### src/verilog/cmpc_params.svh
// Purpose: Register map, field positions and reset values of the comparator control block.
// Assumes: Byte-wide registers at their own addresses on a plain register port.
// Notes:   Included by the top module.
//
// Summary of operation
// - Comparator output levels read back as read-only control register bits.
// - Routing enabled: two port pins carry raw, unsynchronised comparator outputs.
// - Pin direction bits still gate the two routed output pins.
// - Two invert bits flip each comparator output polarity.
// - Timer gate comes from gate pin or comparator 2, chosen by select bit.
// - Sync enabled: comparator 2 latched on falling edge of timer clock.
// - With a prescaler, the latch edge is the prescaler output edge.
// - Timer counts on the rising edge, opposite to the latch edge.
// - Each comparator output change sets its own interrupt flag.
// - Flags clear only by software writing zero; writing one sets them.
// - Interrupt needs per-comparator, peripheral and global enables; flags set regardless.
// - Mismatch keeps setting the flag until control register read or written.
// - Change coinciding with a control register read may not set the flag.
// - Reference decodes 4-bit code in low or high range, 16 levels each.
// - Reference disabled with code zero gives ground and draws no current.
// - Comparators and reference run in sleep; interrupt wakes, vectors if global enable.
// - Wake from sleep leaves control, configuration and reference registers unchanged.
// - Reset restores all three registers: mode 000, reference off.
// - Output bit high when positive input exceeds negative, reversed when inverted.
`ifndef CMPC_PARAMS_SVH
`define CMPC_PARAMS_SVH

`define CMPC_ADDR_IRQ_CTRL   8'h0B
`define CMPC_ADDR_PERI_FLAG  8'h0D
`define CMPC_ADDR_PERI_EN    8'h8D
`define CMPC_ADDR_CMP_CONFIG 8'h97
`define CMPC_ADDR_CMP_CTRL   8'h9C
`define CMPC_ADDR_REF_CTRL   8'h9D
`define CMPC_ADDR_ROUTE_CTRL 8'h9E

`define CMPC_CTRL_RESET      8'h00
`define CMPC_CONFIG_RESET    8'h02
`define CMPC_REF_RESET       8'h00

// Field positions
`define CMPC_BIT_OUT2        7
`define CMPC_BIT_OUT1        6
`define CMPC_BIT_INV2        5
`define CMPC_BIT_INV1        4
`define CMPC_BIT_INSW        3
`define CMPC_BIT_GATE_SEL    1
`define CMPC_BIT_SYNC        0
`define CMPC_BIT_FLAG2       6
`define CMPC_BIT_FLAG1       5
`define CMPC_BIT_GIE         7
`define CMPC_BIT_PERIPHERAL_IRQ_ENABLE        6
`define CMPC_BIT_REF_EN      7
`define CMPC_BIT_REF_RANGE   5
`define CMPC_BIT_ROUTE_EN    0

// Reference ladder expressed in 1/96 of supply (common multiple of 24 and 32)
`define CMPC_REF_LOW_STEP    8'h04
`define CMPC_REF_HIGH_BASE   8'h18
`define CMPC_REF_HIGH_STEP   8'h03

// Writable bits of the reference register; bits 6 and 4 read as zero
`define CMPC_REF_WMASK       8'hAF

`endif

### src/verilog/cmpc_pkg.sv
// Purpose: Shared types of the comparator control block.
// Assumes: Constants come from cmpc_params.svh.
// Notes:   Types only.
package cmpc_pkg;

    typedef logic [7:0] cmpc_byte_t;

    // Register port request
    typedef struct packed {
        logic [7:0] addr;
        logic [7:0] wdata;
        logic       wr;
        logic       rd;
    } cmpc_req_s;

    // Reference ladder settings towards the analog side
    typedef struct packed {
        logic       ladderOn;
        logic       rangeLow;
        logic [3:0] levelCode;
        logic [7:0] level96;
    } cmpc_ref_s;

endpackage : cmpc_pkg

### src/verilog/cmpc_top.sv
// Purpose: Digital control of a dual comparator with output routing, timer gate and reference.
// Assumes: Raw comparator results and the gate pin are asynchronous; timer clock level,
//          direction bits and port data come from logic on core_clk.
// Notes:   Register reads answer one cycle after the read strobe.
//
// The address-and-strobe port was decided locally.
`timescale 1ns/1ps
`include "cmpc_params.svh"

module cmpc_top (
    input  wire logic              core_clk,
    input  wire logic              sys_rst,
    input  wire cmpc_pkg::cmpc_req_s regReq,
    output logic [7:0]             regRdata,
    input  wire logic              cmp1Raw,
    input  wire logic              cmp2Raw,
    input  wire logic [1:0]        pinDirectionBits,
    input  wire logic [1:0]        portData,
    output logic                   cmp1OutPin,
    output logic                   cmp1OutPinOe,
    output logic                   cmp2OutPin,
    output logic                   cmp2OutPinOe,
    input  wire logic              timerGatePin,
    input  wire logic              timerClockLevel,
    output logic                   timerGate,
    output logic                   timerIncrement,
    output logic [2:0]             comparatorModeSelect,
    output logic                   comparatorInputSwitch,
    output cmpc_pkg::cmpc_ref_s    referenceVoltageOut,
    input  wire logic              sleepMode,
    output logic                   cmpIrq,
    output logic                   wakeRequest,
    output logic                   vectorToIrq
);

    logic [7:0] ctrl_reg;
    logic [7:0] config_reg;
    logic [7:0] ref_reg;
    logic [1:0] flag_reg;
    logic [1:0] flag_next;
    logic [1:0] irqEn_reg;
    logic       gie_reg;
    logic       peripheral_irq_enable_reg;
    logic       route_reg;
    logic [1:0] rawMeta_reg;
    logic [1:0] rawSync_reg;
    logic [1:0] gateMeta_reg;
    logic       gatePinSync;
    logic [1:0] snapshot_reg;
    logic       cmp2Latched_reg;
    logic       timerClkPrev_reg;
    logic [1:0] cmpOut;
    logic [1:0] cmpOutRaw;
    logic       ctrlAccess;
    logic       ctrlWrite;

    function automatic logic hit(input logic [7:0] a, input logic [7:0] target);
        hit = (a == target);
    endfunction : hit

    assign ctrlWrite  = regReq.wr && hit(regReq.addr, `CMPC_ADDR_CMP_CTRL);
    assign ctrlAccess = (regReq.wr || regReq.rd) && hit(regReq.addr, `CMPC_ADDR_CMP_CTRL);

    // Polarity applied after the analog result
    assign cmpOutRaw = {cmp2Raw ^ ctrl_reg[`CMPC_BIT_INV2],
                        cmp1Raw ^ ctrl_reg[`CMPC_BIT_INV1]};
    assign cmpOut    = rawSync_reg ^ {ctrl_reg[`CMPC_BIT_INV2], ctrl_reg[`CMPC_BIT_INV1]};

    // Two-stage synchronisers for asynchronous inputs
    always_ff @(posedge core_clk) begin
        if (sys_rst) begin
            rawMeta_reg <= 2'h0;
            rawSync_reg <= 2'h0;
        end else begin
            rawMeta_reg <= {cmp2Raw, cmp1Raw};
            rawSync_reg <= rawMeta_reg;
        end
    end

    always_ff @(posedge core_clk) begin
        if (sys_rst) begin
            gateMeta_reg <= 2'h3;
        end else begin
            gateMeta_reg <= {gateMeta_reg[0], timerGatePin};
        end
    end
    assign gatePinSync = gateMeta_reg[1];

    // Control register; sleep and wake never touch it
    always_ff @(posedge core_clk) begin
        if (sys_rst) begin
            ctrl_reg <= `CMPC_CTRL_RESET;
        end else if (ctrlWrite) begin
            ctrl_reg <= {2'h0, regReq.wdata[5:0]};
        end
    end

    always_ff @(posedge core_clk) begin
        if (sys_rst) begin
            config_reg <= `CMPC_CONFIG_RESET;
        end else if (regReq.wr && hit(regReq.addr, `CMPC_ADDR_CMP_CONFIG)) begin
            config_reg <= {6'h00, regReq.wdata[1:0]};
        end
    end

    always_ff @(posedge core_clk) begin
        if (sys_rst) begin
            ref_reg <= `CMPC_REF_RESET;
        end else if (regReq.wr && hit(regReq.addr, `CMPC_ADDR_REF_CTRL)) begin
            ref_reg <= regReq.wdata & `CMPC_REF_WMASK;
        end
    end

    always_ff @(posedge core_clk) begin
        if (sys_rst) begin
            irqEn_reg <= 2'h0;
            gie_reg   <= 1'b0;
            peripheral_irq_enable_reg  <= 1'b0;
            route_reg <= 1'b0;
        end else begin
            if (regReq.wr && hit(regReq.addr, `CMPC_ADDR_PERI_EN)) begin
                irqEn_reg <= regReq.wdata[`CMPC_BIT_FLAG2:`CMPC_BIT_FLAG1];
            end
            if (regReq.wr && hit(regReq.addr, `CMPC_ADDR_IRQ_CTRL)) begin
                gie_reg  <= regReq.wdata[`CMPC_BIT_GIE];
                peripheral_irq_enable_reg <= regReq.wdata[`CMPC_BIT_PERIPHERAL_IRQ_ENABLE];
            end
            if (regReq.wr && hit(regReq.addr, `CMPC_ADDR_ROUTE_CTRL)) begin
                route_reg <= regReq.wdata[`CMPC_BIT_ROUTE_EN];
            end
        end
    end

    // Snapshot of the outputs; any access to the control register ends a mismatch.
    // A change landing in the access cycle is absorbed and raises no flag.
    always_ff @(posedge core_clk) begin
        if (sys_rst) begin
            snapshot_reg <= 2'h0;
        end else if (ctrlAccess) begin
            snapshot_reg <= cmpOut;
        end
    end

    // Software write sets or clears; a mismatch in the same cycle wins over a clear
    always_comb begin
        flag_next = flag_reg;
        if (regReq.wr && hit(regReq.addr, `CMPC_ADDR_PERI_FLAG)) begin
            flag_next = regReq.wdata[`CMPC_BIT_FLAG2:`CMPC_BIT_FLAG1];
        end
        if (!ctrlAccess) begin
            flag_next = flag_next | (cmpOut ^ snapshot_reg);
        end
    end

    always_ff @(posedge core_clk) begin
        if (sys_rst) begin
            flag_reg <= 2'h0;
        end else begin
            flag_reg <= flag_next;
        end
    end

    // Flags keep setting without enables; only the request is gated
    assign wakeRequest = |(flag_reg & irqEn_reg) && peripheral_irq_enable_reg && sleepMode;
    assign cmpIrq      = |(flag_reg & irqEn_reg) && peripheral_irq_enable_reg && gie_reg;
    assign vectorToIrq = wakeRequest && gie_reg;

    // Timer clock edges: latch on falling, count on rising, so they never race.
    // The level is the prescaler output when the timer uses one.
    always_ff @(posedge core_clk) begin
        if (sys_rst) begin
            timerClkPrev_reg <= 1'b0;
        end else begin
            timerClkPrev_reg <= timerClockLevel;
        end
    end

    always_ff @(posedge core_clk) begin
        if (sys_rst) begin
            cmp2Latched_reg <= 1'b0;
        end else if (timerClkPrev_reg && !timerClockLevel) begin
            cmp2Latched_reg <= cmpOut[1];
        end
    end

    assign timerIncrement = !timerClkPrev_reg && timerClockLevel;

    // Sync off passes comparator 2 through; sync on (advised when gating) passes the latch
    always_comb begin
        if (config_reg[`CMPC_BIT_GATE_SEL]) begin
            timerGate = gatePinSync;
        end else if (config_reg[`CMPC_BIT_SYNC]) begin
            timerGate = cmp2Latched_reg;
        end else begin
            timerGate = cmpOut[1];
        end
    end

    // Routed pins take the unsynchronised result; direction bits remain the enables
    assign cmp1OutPin   = route_reg ? cmpOutRaw[0] : portData[0];
    assign cmp2OutPin   = route_reg ? cmpOutRaw[1] : portData[1];
    assign cmp1OutPinOe = !pinDirectionBits[0];
    assign cmp2OutPinOe = !pinDirectionBits[1];

    assign comparatorModeSelect  = ctrl_reg[2:0];
    assign comparatorInputSwitch = ctrl_reg[`CMPC_BIT_INSW];

    // Reference ladder in 1/96 steps; disabled means ground and no ladder current
    always_comb begin
        referenceVoltageOut.ladderOn  = ref_reg[`CMPC_BIT_REF_EN];
        referenceVoltageOut.rangeLow  = ref_reg[`CMPC_BIT_REF_RANGE];
        referenceVoltageOut.levelCode = ref_reg[3:0];
        if (!ref_reg[`CMPC_BIT_REF_EN]) begin
            referenceVoltageOut.level96 = 8'h00;
        end else if (ref_reg[`CMPC_BIT_REF_RANGE]) begin
            referenceVoltageOut.level96 = 8'({4'h0, ref_reg[3:0]} * `CMPC_REF_LOW_STEP);
        end else begin
            referenceVoltageOut.level96 = 8'(`CMPC_REF_HIGH_BASE
                + {4'h0, ref_reg[3:0]} * `CMPC_REF_HIGH_STEP);
        end
    end

    // Read data one cycle after the strobe, zero otherwise and for unmapped addresses
    always_ff @(posedge core_clk) begin
        if (sys_rst) begin
            regRdata <= 8'h00;
        end else if (regReq.rd) begin
            unique case (regReq.addr)
                `CMPC_ADDR_CMP_CTRL:   regRdata <= {cmpOut, ctrl_reg[5:0]};
                `CMPC_ADDR_CMP_CONFIG: regRdata <= config_reg;
                `CMPC_ADDR_REF_CTRL:   regRdata <= ref_reg;
                `CMPC_ADDR_PERI_FLAG:  regRdata <= {1'b0, flag_reg, 5'h00};
                `CMPC_ADDR_PERI_EN:    regRdata <= {1'b0, irqEn_reg, 5'h00};
                `CMPC_ADDR_IRQ_CTRL:   regRdata <= {gie_reg, peripheral_irq_enable_reg, 6'h00};
                `CMPC_ADDR_ROUTE_CTRL: regRdata <= {7'h00, route_reg};
                default:               regRdata <= 8'h00;
            endcase
        end else begin
            regRdata <= 8'h00;
        end
    end

endmodule : cmpc_top

### config.mk
export PLATFORM = sky130hd
export DESIGN_NAME = cmpc_top
export DESIGN_NICKNAME = d
export VERILOG_FILES = /design/src/verilog/cmpc_pkg.sv /design/src/verilog/cmpc_top.sv
export VERILOG_INCLUDE_DIRS = /design/src /design/src/verilog
export SDC_FILE = /design/constraint.sdc
export NUM_CORES = 1
export LEC_CHECK = 0
export ABC_AREA = 1
export BUFFER_PORTS_ARGS = -buffer_cell sky130_fd_sc_hd__buf_4
export CAP_MARGIN = 5
export CORE_ASPECT_RATIO = 1.5
export CORE_MARGIN = 4
export CORE_UTILIZATION = 51
export DETAILED_ROUTE_END_ITERATION = 10
export PLACE_DENSITY = 0.8
export SETUP_SLACK_MARGIN = 0.5
export SLEW_MARGIN = 10
export SYNTH_ARGS = -nofsm -noshare
export SYNTH_HDL_FRONTEND = slang
export SYNTH_SLANG_ARGS = --single-unit
### constraint.sdc
create_clock -name core_clk -period 2.16 [get_ports core_clk]
set_input_delay 0.108 -clock core_clk [delete_from_list [all_inputs] [get_ports core_clk]]
set_output_delay 0.108 -clock core_clk [all_outputs]
set_load 0.02 [all_outputs]
---- After elaboration in Yosys (flattened, before gate mapping) ----
Cells that the tools add are included.
Widths: inputs -> output; s select.
word-level totals
  logic and storage cells ................. 61
  memories kept ........................... 0
  bits in latches ......................... 0
  bits in writable memories ............... 0
  output and inout bits ................... 35
  ROM bits ................................ 0
  register bits ........................... 39
  bits of input ports ..................... 29
operators by class
  equal/unequal tests ..................... 7
  shifts and indexed selects .............. 0
  bitwise operators ....................... 7
  magnitude comparators ................... 0
  $add $sub $neg .......................... 1
  mux-type cells .......................... 9
  reductions and logical operators ........ 21
  multipliers ............................. 1
  div/mod/pow operators ................... 0
operator list
  kind                 number
  $pmux 8 s7           1
  $eq 8x8->1 const B   5
  $eq 8x4->1 const B   2
  $logic_and 1x1->1    14
  $mux 8               1
  $add 5x6->7 const A  1
  $mux 7               1
  $mul 4x2->6 const B  1
  $logic_not 1->1      4
  $mux 1               4
  $mux 2               2
  $reduce_or 2->1      2
  $xor 2x2->2          2
  $and 2x2->2          1
  $or 2x2->2           1
  $xor 1x1->1          2
  $logic_or 1x1->1     1
  $not 1->1            1

---- Longest topological paths before layout ----
Gate-level depths: netlist (run 1).
  word-level depth ........................ 5
  mapped depth ............................ 10
  gate-level depth less buffers ........... 9

---- Least setup slack after synthesis (run 1) ----
Ideal clock, no wire load.
  path type ............................... reg2out
  start point ............................. register ref_reg[2]
  end point ............................... output port referenceVoltageOut[5] (netlist bit)
  required time ........................... 2052 ps
  path buffers ............................ 0
  arrival time ............................ 1855 ps
  stages on the path, launching flop included .. 7
  setup slack ............................. 197 ps
  path through ............................ dfxtp_1 > ha_1 > inv_1 > fa_1 > o31ai_1 > a21oi_1 > nor2_1
RTL lines
  what                    RTL line         RTL
  from (decl)             cmpc_top.sv:38   logic [7:0] ref_reg;
  from (signal assigned)  cmpc_top.sv:108  ref_reg <= `CMPC_REF_RESET;
  from (signal assigned)  cmpc_top.sv:110  ref_reg <= regReq.wdata & `CMPC_REF_WMASK;
  to (decl)               cmpc_top.sv:29   output cmpc_pkg::cmpc_ref_s referenceVoltageOut,

==> results.sh, run 1 <==
export IMPL_status="completed"
export IMPL_r2r_start="rawSync_reg[1]"
export IMPL_rsz0062_at_grt="yes"
export IMPL_core_area_um2=3924
export IMPL_drt_iter0_drc=66
export IMPL_cp_required_ns=2.05
export IMPL_avgViaCountPerCell=5.136
export IMPL_num_vias=2080
export IMPL_grt_pass1_vias=2003
export IMPL_critPathArrivalTime_ns=1.90
export IMPL_synth_top_family_by_area="simple AND/OR/NAND/NOR gates"
export IMPL_track_usage=0.2218
export IMPL_multiInputGateArea_um2=1104
export IMPL_leakagePower_uw=0.001270
export IMPL_nFillCells=322
export IMPL_synth_cell_types=33
export IMPL_setup_viol=0
export IMPL_ir_drop_v=0.0004935
export IMPL_dieArea_um2=5176
export IMPL_worstHoldPathType="in -> reg"
export IMPL_h_tree_depth=2
export IMPL_clkTransAtPathRegs_ns=0.07
export IMPL_rows=28
export IMPL_antenna_found_initial=0
export IMPL_netlist_top_cell_by_area="dfxtp_1"
export IMPL_synth_warnings=0
export IMPL_hold_violations=0
export IMPL_first_pass_iters=4
export IMPL_start_kind="flip-flop"
export IMPL_grt_max_degree=19
export IMPL_fin_skew_ns=0.006473
export IMPL_ant_nets=0
export IMPL_crit_type="reg -> out"
export IMPL_globalplace_congestion=0.8520
export IMPL_wl_per_cell_um=13.10
export IMPL_cts_root_buf="clkbuf_8"
export IMPL_dp_hpwl_um=4020
export IMPL_yosysSeqAreaShare=0.3761
export IMPL_final_min_clock_period_ns=2.012
export IMPL_netlist_instances=295
export IMPL_path_max_fanout=2
export IMPL_ys_seq_elements=39
export IMPL_remaining_drc_errors=0
export IMPL_synth_fa_ha_area_frac=0.04340
export IMPL_critPathLaunch="ref_reg[3]"
export IMPL_nets=394
export IMPL_start_util=0.5290
export IMPL_synth_top_area_frac=0.3761
export IMPL_max_clock_path_buffers=2
export IMPL_worstMarginPinSlew_ns=0.5047
export IMPL_final_setup_tns_ns=0
export IMPL_antenna_cells=0
export IMPL_die_y_um=86.14
export IMPL_powerDensity_nw_per_um2=553.5
export IMPL_crit_path_end_kind="output pin"
export IMPL_reg2reg_depth=6
export IMPL_relSlewSlack=0.6632
export IMPL_numPortBuffers=62
export IMPL_regArea_um2=794.5
export IMPL_largest_register_ffs=8
export IMPL_wirelength_um=5305
export IMPL_synth_compound_area_share=0.1435
export IMPL_grt_first_pass_wirelength_um=8714
export IMPL_rrSetupSlack_ns=1.08
export IMPL_syn_num_nets=330
export IMPL_cap_violations=0
export IMPL_die_x_um=60.09
export IMPL_syn_area_per_cell_um2=7.036
export IMPL_finalCritPeriodShare=0.9314
export IMPL_ys_top_cells_by_area="dfxtp_1 (38%), nand2_1 (9.0%), inv_1 (8.3%), a21oi_1 (6.0%), nand3_1 (6.0%)"
export IMPL_layout_drive_gt1_share=0.3139
export IMPL_cts_buffers=5
export IMPL_area_growth_pct=34.96
export IMPL_fmax_mhz=497.1
export IMPL_ioPinCount=64
export IMPL_overflow=0
export IMPL_synth_xor_area_share=0.02532
export IMPL_cts_sinks=39
export IMPL_cts_tree="built"
export IMPL_netlist_area_um2=2076
export IMPL_yosys_area_share_simple=0.2851
export IMPL_clk_latency_ns=0.30
export IMPL_hold_ws_ns=0.02651
export IMPL_cp_endpoint="referenceVoltageOut[4]"
export IMPL_drv_slew=0
export IMPL_synthMuxAreaShare=0
export IMPL_rr_endpoint="flag_reg[1]"
cells in the final DEF, fill, tap and decap left out, types with 2 or more instances in the layout:
cell,count
a21oi_1,24
buf_4,62
buf_6,5
clkbuf_8,5
dfxtp_1,34
dfxtp_2,2
dfxtp_4,3
ha_1,2
ha_4,2
inv_1,42
inv_2,5
nand2_1,48
nand2_2,5
nand3_1,25
nand3_2,2
nand4_1,3
nor2_1,30
nor2_2,5
nor2_4,2
nor3_1,2
o21ai_0,20
o21ai_1,5
or2_2,3
xnor2_1,4
routing by layer:
| metal | routed length, um | global-route usage |
|---|---|---|
| met1 | 2026 | 0.2542 |
| met3 | 273 | 0.04970 |
| met2 | 2833 | 0.3711 |
| met5 | 0 | 0 |
| met4 | 172 | 0.1169 |
Yosys cell counts (all sizes together):
| library cell | count |
|---|---|
| fa | 2 |
| inv | 48 |
| clkinv | 1 |
| o31ai | 2 |
| conb | 1 |
| nor3 | 2 |
| o221ai | 1 |
| a22o | 1 |
| o22ai | 1 |
| buf | 8 |
| xor2 | 2 |
| o21ai | 26 |
| xnor2 | 4 |
| nand4 | 3 |
| a21oi | 25 |
| or2 | 3 |
| nor2 | 38 |
| nand2 | 54 |
| nand3 | 27 |
| clkbuf | 3 |
| dfxtp | 39 |
| ha | 4 |
cells by family after synthesis:
| kind of cell | count (synthesis) |
|---|---|
| buffers and inverters | 60 |
| DFF | 39 |
| adders and majority gates | 6 |
| xor gates and xnor gates | 6 |
| AOI/OAI and AO/OA | 56 |
| and+or+nand+nor | 127 |
| other | 1 |
area by class of cell:
| cell class | instances | share of cell area |
|---|---|---|
| Inverter | 49 | 0.06699 |
| Clock inverter | 1 | 0.01072 |
| Multi-Input combinational cell | 196 | 0.3939 |
| Clock buffer | 7 | 0.03484 |
| Sequential cell | 39 | 0.2836 |
| Tap cell | 45 | 0.02010 |
| Timing Repair Buffer | 68 | 0.1898 |
worst min path at each step:
stage / startpoint / end / slack, ns / depth (start not counted)
3_5_place_dp: timerGatePin / gateMeta_reg[0] / 0.30 / 2
3_3_place_gp: timerGatePin / gateMeta_reg[0] / 0.30 / 2
4_1_cts: cmp2Raw / rawMeta_reg[1] / 0.03 / 3
6_report: cmp2Raw / rawMeta_reg[1] / 0.03 / 3
5_1_grt: cmp2Raw / rawMeta_reg[1] / 0.04 / 3
2_1_floorplan: sys_rst / ref_reg[0] / 0.17 / 1
metrics by stage:
stage | area (um2) | std cells | util | total power, uW | worst slack, ns
3_5_place_dp | 2564 | 391 | 0.6534 | 892.3 | 0.3782
2_1_floorplan | 2116 | 295 | - | 822.8 | 0.4946
6_report | 2801 | 405 | 0.7140 | 1551 | 0.1482
5_1_grt | 2801 | 405 | 0.7140 | 1605 | 0.04034
3_3_place_gp | 2564 | 391 | 0.6534 | 888.1 | 0.3988
4_1_cts | 2786 | 404 | 0.7101 | 1558 | 0.1253
critical path, cell delays in order (launching register included):
cell and delay (ns):
dfxtp_4 0.35, inv_1 0.05, ha_1 0.29, inv_1 0.07, fa_2 0.39, nand2_2 0.08
nand2_2 0.05, o221ai_2 0.15, inv_2 0.05, buf_6 0.12
repair_timing:
action	4_1_cts	5_1_grt
hold endpoints to repair	1	0
setup endpoints to repair	6	6
setup buffers	4	1
pin swaps	5	4
resized for setup	12	3
hold buffers	1	0
report_power, final:
part | internal [uW] | leakage [uW] | switching [uW]
Sequential | 725 | 0.000320 | 5.89
Clock | 415 | 0.0000636 | 258
Combinational | 64.6 | 0.000887 | 81.7
(Power assumes the default switching activity.)
==> run 2, diff against run 1 <==
CORE_UTILIZATION = 55   (was 51)
PLACE_DENSITY = 0.85   (was 0.8)
clock period = 2.43 ns   (was 2.16 ns; I/O delays follow)
==> results.sh, run 2 (synthesized netlist as in run 1, its figures left out) <==
export IMPL_status="completed"
export IMPL_start_util=0.5689
export IMPL_powerDensity_nw_per_um2=503.8
export IMPL_dp_cells=389
export IMPL_cap_violations=0
export IMPL_core_area_um2=3649
export IMPL_wirelength_um=6422
export IMPL_grt_max_degree=19
export IMPL_wl_per_cell_um=15.78
export IMPL_clkTransAtPathRegs_ns=0.08
export IMPL_area_growth_pct=36.77
export IMPL_dp_hpwl_um=3851
export IMPL_die_y_um=83.24
export IMPL_cts_root_buf="clkbuf_8"
export IMPL_fmax_mhz=457.7
export IMPL_final_min_clock_period_ns=2.185
export IMPL_final_common_cell="buf_4"
export IMPL_ant_nets=0
export IMPL_nFillCells=256
export IMPL_max_clock_path_buffers=2
export IMPL_ir_drop_v=0.0005398
export IMPL_antenna_found_initial=0
export IMPL_remaining_drc_errors=0
export IMPL_ioPinCount=64
export IMPL_final_setup_tns_ns=0
export IMPL_cts_tree="built"
export IMPL_path_max_fanout=4
export IMPL_start_kind="flip-flop"
export IMPL_rows=27
export IMPL_rsz0062_at_grt="yes"
export IMPL_worstMarginPinSlew_ns=0.5395
export IMPL_antenna_cells=0
export IMPL_crit_type="reg -> out"
export IMPL_grt_pass1_vias=2194
export IMPL_layout_drive_gt1_share=0.3159
export IMPL_cp_required_ns=2.31
export IMPL_die_x_um=58.16
export IMPL_critPathArrivalTime_ns=2.06
export IMPL_first_pass_iters=5
export IMPL_fin_skew_ns=0.01080
export IMPL_grt_first_pass_wirelength_um=10290
export IMPL_avgViaCountPerCell=5.607
export IMPL_crit_path_end_kind="output pin"
export IMPL_cts_sinks=39
export IMPL_cts_buffers=5
export IMPL_drv_slew=0
export IMPL_numPortBuffers=62
export IMPL_track_usage=0.2761
export IMPL_relSlewSlack=0.6399
export IMPL_num_vias=2282
export IMPL_nets=398
export IMPL_clk_latency_ns=0.30
export IMPL_worstHoldPathType="in -> reg"
export IMPL_layout_cells_non_filler=407
export IMPL_dieArea_um2=4841
export IMPL_finalCritPeriodShare=0.8991
export IMPL_drt_iter0_drc=118
export IMPL_hold_violations=0
export IMPL_mostFrequentLayoutCells="buf_4 (67), nand2_1 (48), inv_1 (43), dfxtp_1 (36), nor2_1 (31)"
export IMPL_globalplace_congestion=0.8481
export IMPL_leakagePower_uw=0.001286
export IMPL_largest_register_ffs=8
export IMPL_h_tree_depth=2
export IMPL_overflow=0
export IMPL_setup_viol=0
-- run 2: cell count changes in the layout (fill, tap and decap cells not counted), moves of 2 or more --
cell / before / now
buf_4: 62 / 67
dfxtp_1: 34 / 36
ha_4: 2 / 4
ha_1: 2 / 0
dfxtp_2: 2 / 0
-- run 2: critical path, stage by stage, from the launching register on --
cell,delay (ns)
dfxtp_4,0.39
ha_4,0.29
ha_4,0.14
inv_4,0.04
fa_2,0.39
nand2_2,0.10
nand2_2,0.06
o221ai_2,0.16
inv_1,0.08
buf_6,0.13
-- run 2: repair_timing --
| item | 4_1_cts | 5_1_grt |
|---|---|---|
| setup endpoints to repair | 4 | 4 |
| resized for setup | 25 | 1 |
| hold endpoints to repair | 0 | 1 |
| hold buffers | 0 | 1 |
| buffers inserted | 8 | 1 |
| pin swaps | 8 | 1 |
-- run 2: cell type report --
cell class	instances	area (um2)	area share
clock buffer	5	68.82	0.02424
clock inverter	3	67.56	0.02380
inverter	49	187.7	0.06611
multi-input combinational	196	1111	0.3914
sequential	39	792.0	0.2790
tap	43	53.80	0.01895
timing repair buffer	72	558.0	0.1966
-- run 2: report_power, final --
| part | total (uW) | switching [uW] | leakage [uW] | internal [uW] |
|---|---|---|---|---|
| Combinational | 132 | 74.1 | 0.000903 | 57.4 |
| Clock | 650 | 240 | 0.0000644 | 410 |
| Sequential | 649 | 4.63 | 0.000319 | 644 |
-- run 2: per-layer routing --
layer / global-route usage / wire (um)
met3: 0.08865 / 526
met2: 0.4753 / 3294
met1: 0.2829 / 2212
met5: 0 / 0
met4: 0.1561 / 388
-- run 2: metrics by stage --
step / total power [uW] / area (um2) / hold WS (ns) / setup WS, ns / util
after global routing: 1474 / 2839 / 0.04029 / 0.1828 / 0.7781
after detailed placement: 794.8 / 2527 / 0.3151 / 0.4982 / 0.6927
after CTS: 1427 / 2818 / 0.007644 / 0.3938 / 0.7723
after global placement: 792.4 / 2527 / 0.3070 / 0.5480 / 0.6927
final: 1430 / 2839 / 0.03754 / 0.2451 / 0.7781
after floorplan: 734.6 / 2082 / 0.1906 / 0.5170 / -
-- run 2: worst paths after layout --
check                                    start                endpoint  slack [ns]  cells past startpoint
worst max-delay path                ref_reg[1]  referenceVoltageOut[4]        0.25                      9
worst min-delay path                   cmp2Raw          rawMeta_reg[1]        0.04                      3
worst max register to register     ctrl_reg[5]             flag_reg[1]        1.16                      6
worst min register to register  rawMeta_reg[0]          rawSync_reg[0]        0.41                      2
==> run 3, diff against run 2 <==
CORE_UTILIZATION = 46   (was 55)
PLACE_DENSITY = 0.76   (was 0.85)
SKIP_LAST_GASP = 1   (was unset)
clock period = 1.79 ns   (was 2.43 ns; I/O delays follow)
==> results.sh, run 3 (synthesized netlist as in run 1, its figures left out) <==
export IMPL_cp_required_ns=1.70
export IMPL_worstMarginPinSlew_ns=0.5072
export IMPL_leakagePower_uw=0.001294
export IMPL_hold_violations=0
export IMPL_cts_tree="built"
export IMPL_postLayoutCellArea_um2=2902
export IMPL_antenna_found_initial=0
export IMPL_dp_cells=393
export IMPL_ir_drop_v=0.0005041
export IMPL_antenna_cells=0
export IMPL_worstHoldPathType="in -> reg"
export IMPL_final_common_cell="buf_4"
export IMPL_clk_latency_ns=0.29
export IMPL_fin_skew_ns=0.007014
export IMPL_dieArea_um2=5673
export IMPL_mostFrequentLayoutCells="buf_4 (68), nand2_1 (46), inv_1 (40), dfxtp_1 (29), nor2_1 (27)"
export IMPL_cts_root_buf="clkbuf_8"
export IMPL_nets=400
export IMPL_wirelength_um=5705
export IMPL_num_vias=2120
export IMPL_numPortBuffers=62
export IMPL_track_usage=0.1986
export IMPL_rows=29
export IMPL_cap_violations=0
export IMPL_area_growth_pct=39.78
export IMPL_die_x_um=62.85
export IMPL_first_pass_iters=5
export IMPL_grt_pass1_vias=2072
export IMPL_switching_share=0.2417
export IMPL_wl_per_cell_um=13.85
export IMPL_critPathLaunch="ref_reg[1]"
export IMPL_cts_buffers=5
export IMPL_ant_nets=0
export IMPL_r2r_start="ctrl_reg[5]"
export IMPL_drv_slew=0
export IMPL_avgViaCountPerCell=5.146
export IMPL_max_clock_path_buffers=2
export IMPL_grt_first_pass_wirelength_um=9039
export IMPL_crit_type="reg -> out"
export IMPL_p_switching_uw=416.1
export IMPL_rsz0062_at_grt="yes"
export IMPL_violations="setup timing"
export IMPL_rrSetupSlack_ns=0.59
export IMPL_timing_final_ws_setup_ns=-0.2328
export IMPL_seq_power_share=0.511
export IMPL_final_core_util=0.6777
export IMPL_final_min_clock_period_ns=2.023
export IMPL_fmax_mhz=494.4
export IMPL_start_kind="flip-flop"
export IMPL_critPathArrivalTime_ns=1.93
export IMPL_grt_max_degree=19
export IMPL_p_total_uw=1721
export IMPL_dp_hpwl_um=4103
export IMPL_start_util=0.4848
export IMPL_path_max_fanout=4
export IMPL_clockPowerShare=0.381
export IMPL_dp_slack_ns=0.02501
export IMPL_comb_power_share=0.108
export IMPL_finalCritPeriodShare=1.130
export IMPL_status="complete, but fails checks"
export IMPL_cp_endpoint="referenceVoltageOut[4]"
export IMPL_overflow=0
export IMPL_globalplace_congestion=0.8381
export IMPL_dpl_cell_area_um2=2613
export IMPL_remaining_drc_errors=0
export IMPL_largest_register_ffs=8
export IMPL_drt_iter0_drc=93
export IMPL_h_tree_depth=2
export IMPL_layout_drive_gt1_share=0.3716
export IMPL_ioPinCount=64
export IMPL_layout_cells_non_filler=412
export IMPL_p_int_uw=1305
export IMPL_reg2reg_depth=7
export IMPL_powerDensity_nw_per_um2=593.2
export IMPL_cts_sinks=39
export IMPL_core_area_um2=4282
export IMPL_clkTransAtPathRegs_ns=0.08
export IMPL_die_y_um=90.27
export IMPL_rr_endpoint="flag_reg[1]"
export IMPL_crit_path_end_kind="output pin"
export IMPL_relSlewSlack=0.6606
export IMPL_setup_viol=4
[run 3: per-layer routing]
layer | vias up | routed length, um | global-route usage
li1 | 1072 | - | -
met1 | 959 | 2091 | 0.1939
met2 | 72 | 3171 | 0.3865
met3 | 17 | 270 | 0.04732
met4 | 0 | 172 | 0.08287
met5 | - | 0 | 0
[run 3: power by group through the flow]
stage	Clock (uW)	Combinational, uW	Sequential (uW)
after CTS	661	183	880
after global placement	0	174	901
final	655	186	880
after floorplan	0	93.1	900
after global routing	699	204	881
after detailed placement	0	176	901
[run 3: through the flow]
stage	setup TNS (ns)	hold slack [ns]
CTS	-0.6619	0.01195
finish	-0.7742	0.01056
floorplan	0	0.1512
detailed placement	0	0.2833
global placement	0	0.2734
global route	-1.034	0.03808
[run 3: how the worst min path moves through the flow]
stage / from / to / slack (ns) / depth (start not counted)
after detailed placement: timerGatePin / gateMeta_reg[0] / 0.28 / 2
after global routing: timerClockLevel / timerClkPrev_reg / 0.04 / 3
after CTS: cmp2Raw / rawMeta_reg[1] / 0.01 / 3
after global placement: timerGatePin / gateMeta_reg[0] / 0.27 / 2
final: cmp2Raw / rawMeta_reg[1] / 0.01 / 3
after floorplan: sys_rst / ref_reg[0] / 0.15 / 1
[run 3: layout make-up]
| type | instances | area, um2 |
|---|---|---|
| fill | 365 | 1380 |
| multi-input combinational | 196 | 1167 |
| sequential | 39 | 805.8 |
| timing repair buffer | 74 | 576.8 |
| inverter | 49 | 190.2 |
| clock buffer | 7 | 96.34 |
| tap | 46 | 57.56 |
| clock inverter | 1 | 7.507 |
[run 3: timing repair]
| item | 4_1_cts | 5_1_grt |
|---|---|---|
| hold buffers | 1 | 0 |
| buffers inserted | 8 | 2 |
| pin swaps | 4 | 4 |
| endpoints found under the setup margin | 9 | 13 |
| endpoints found under the hold margin | 1 | 0 |
| resized for setup | 17 | 14 |
[run 3: critical path, stage by stage, from the launching register on]
cell and delay, ns:
dfxtp_4 0.37, ha_4 0.28, ha_4 0.12, inv_2 0.04
fa_2 0.36, nand2_2 0.08, nand2_1 0.06, o221ai_2 0.14
inv_2 0.04, buf_4 0.15
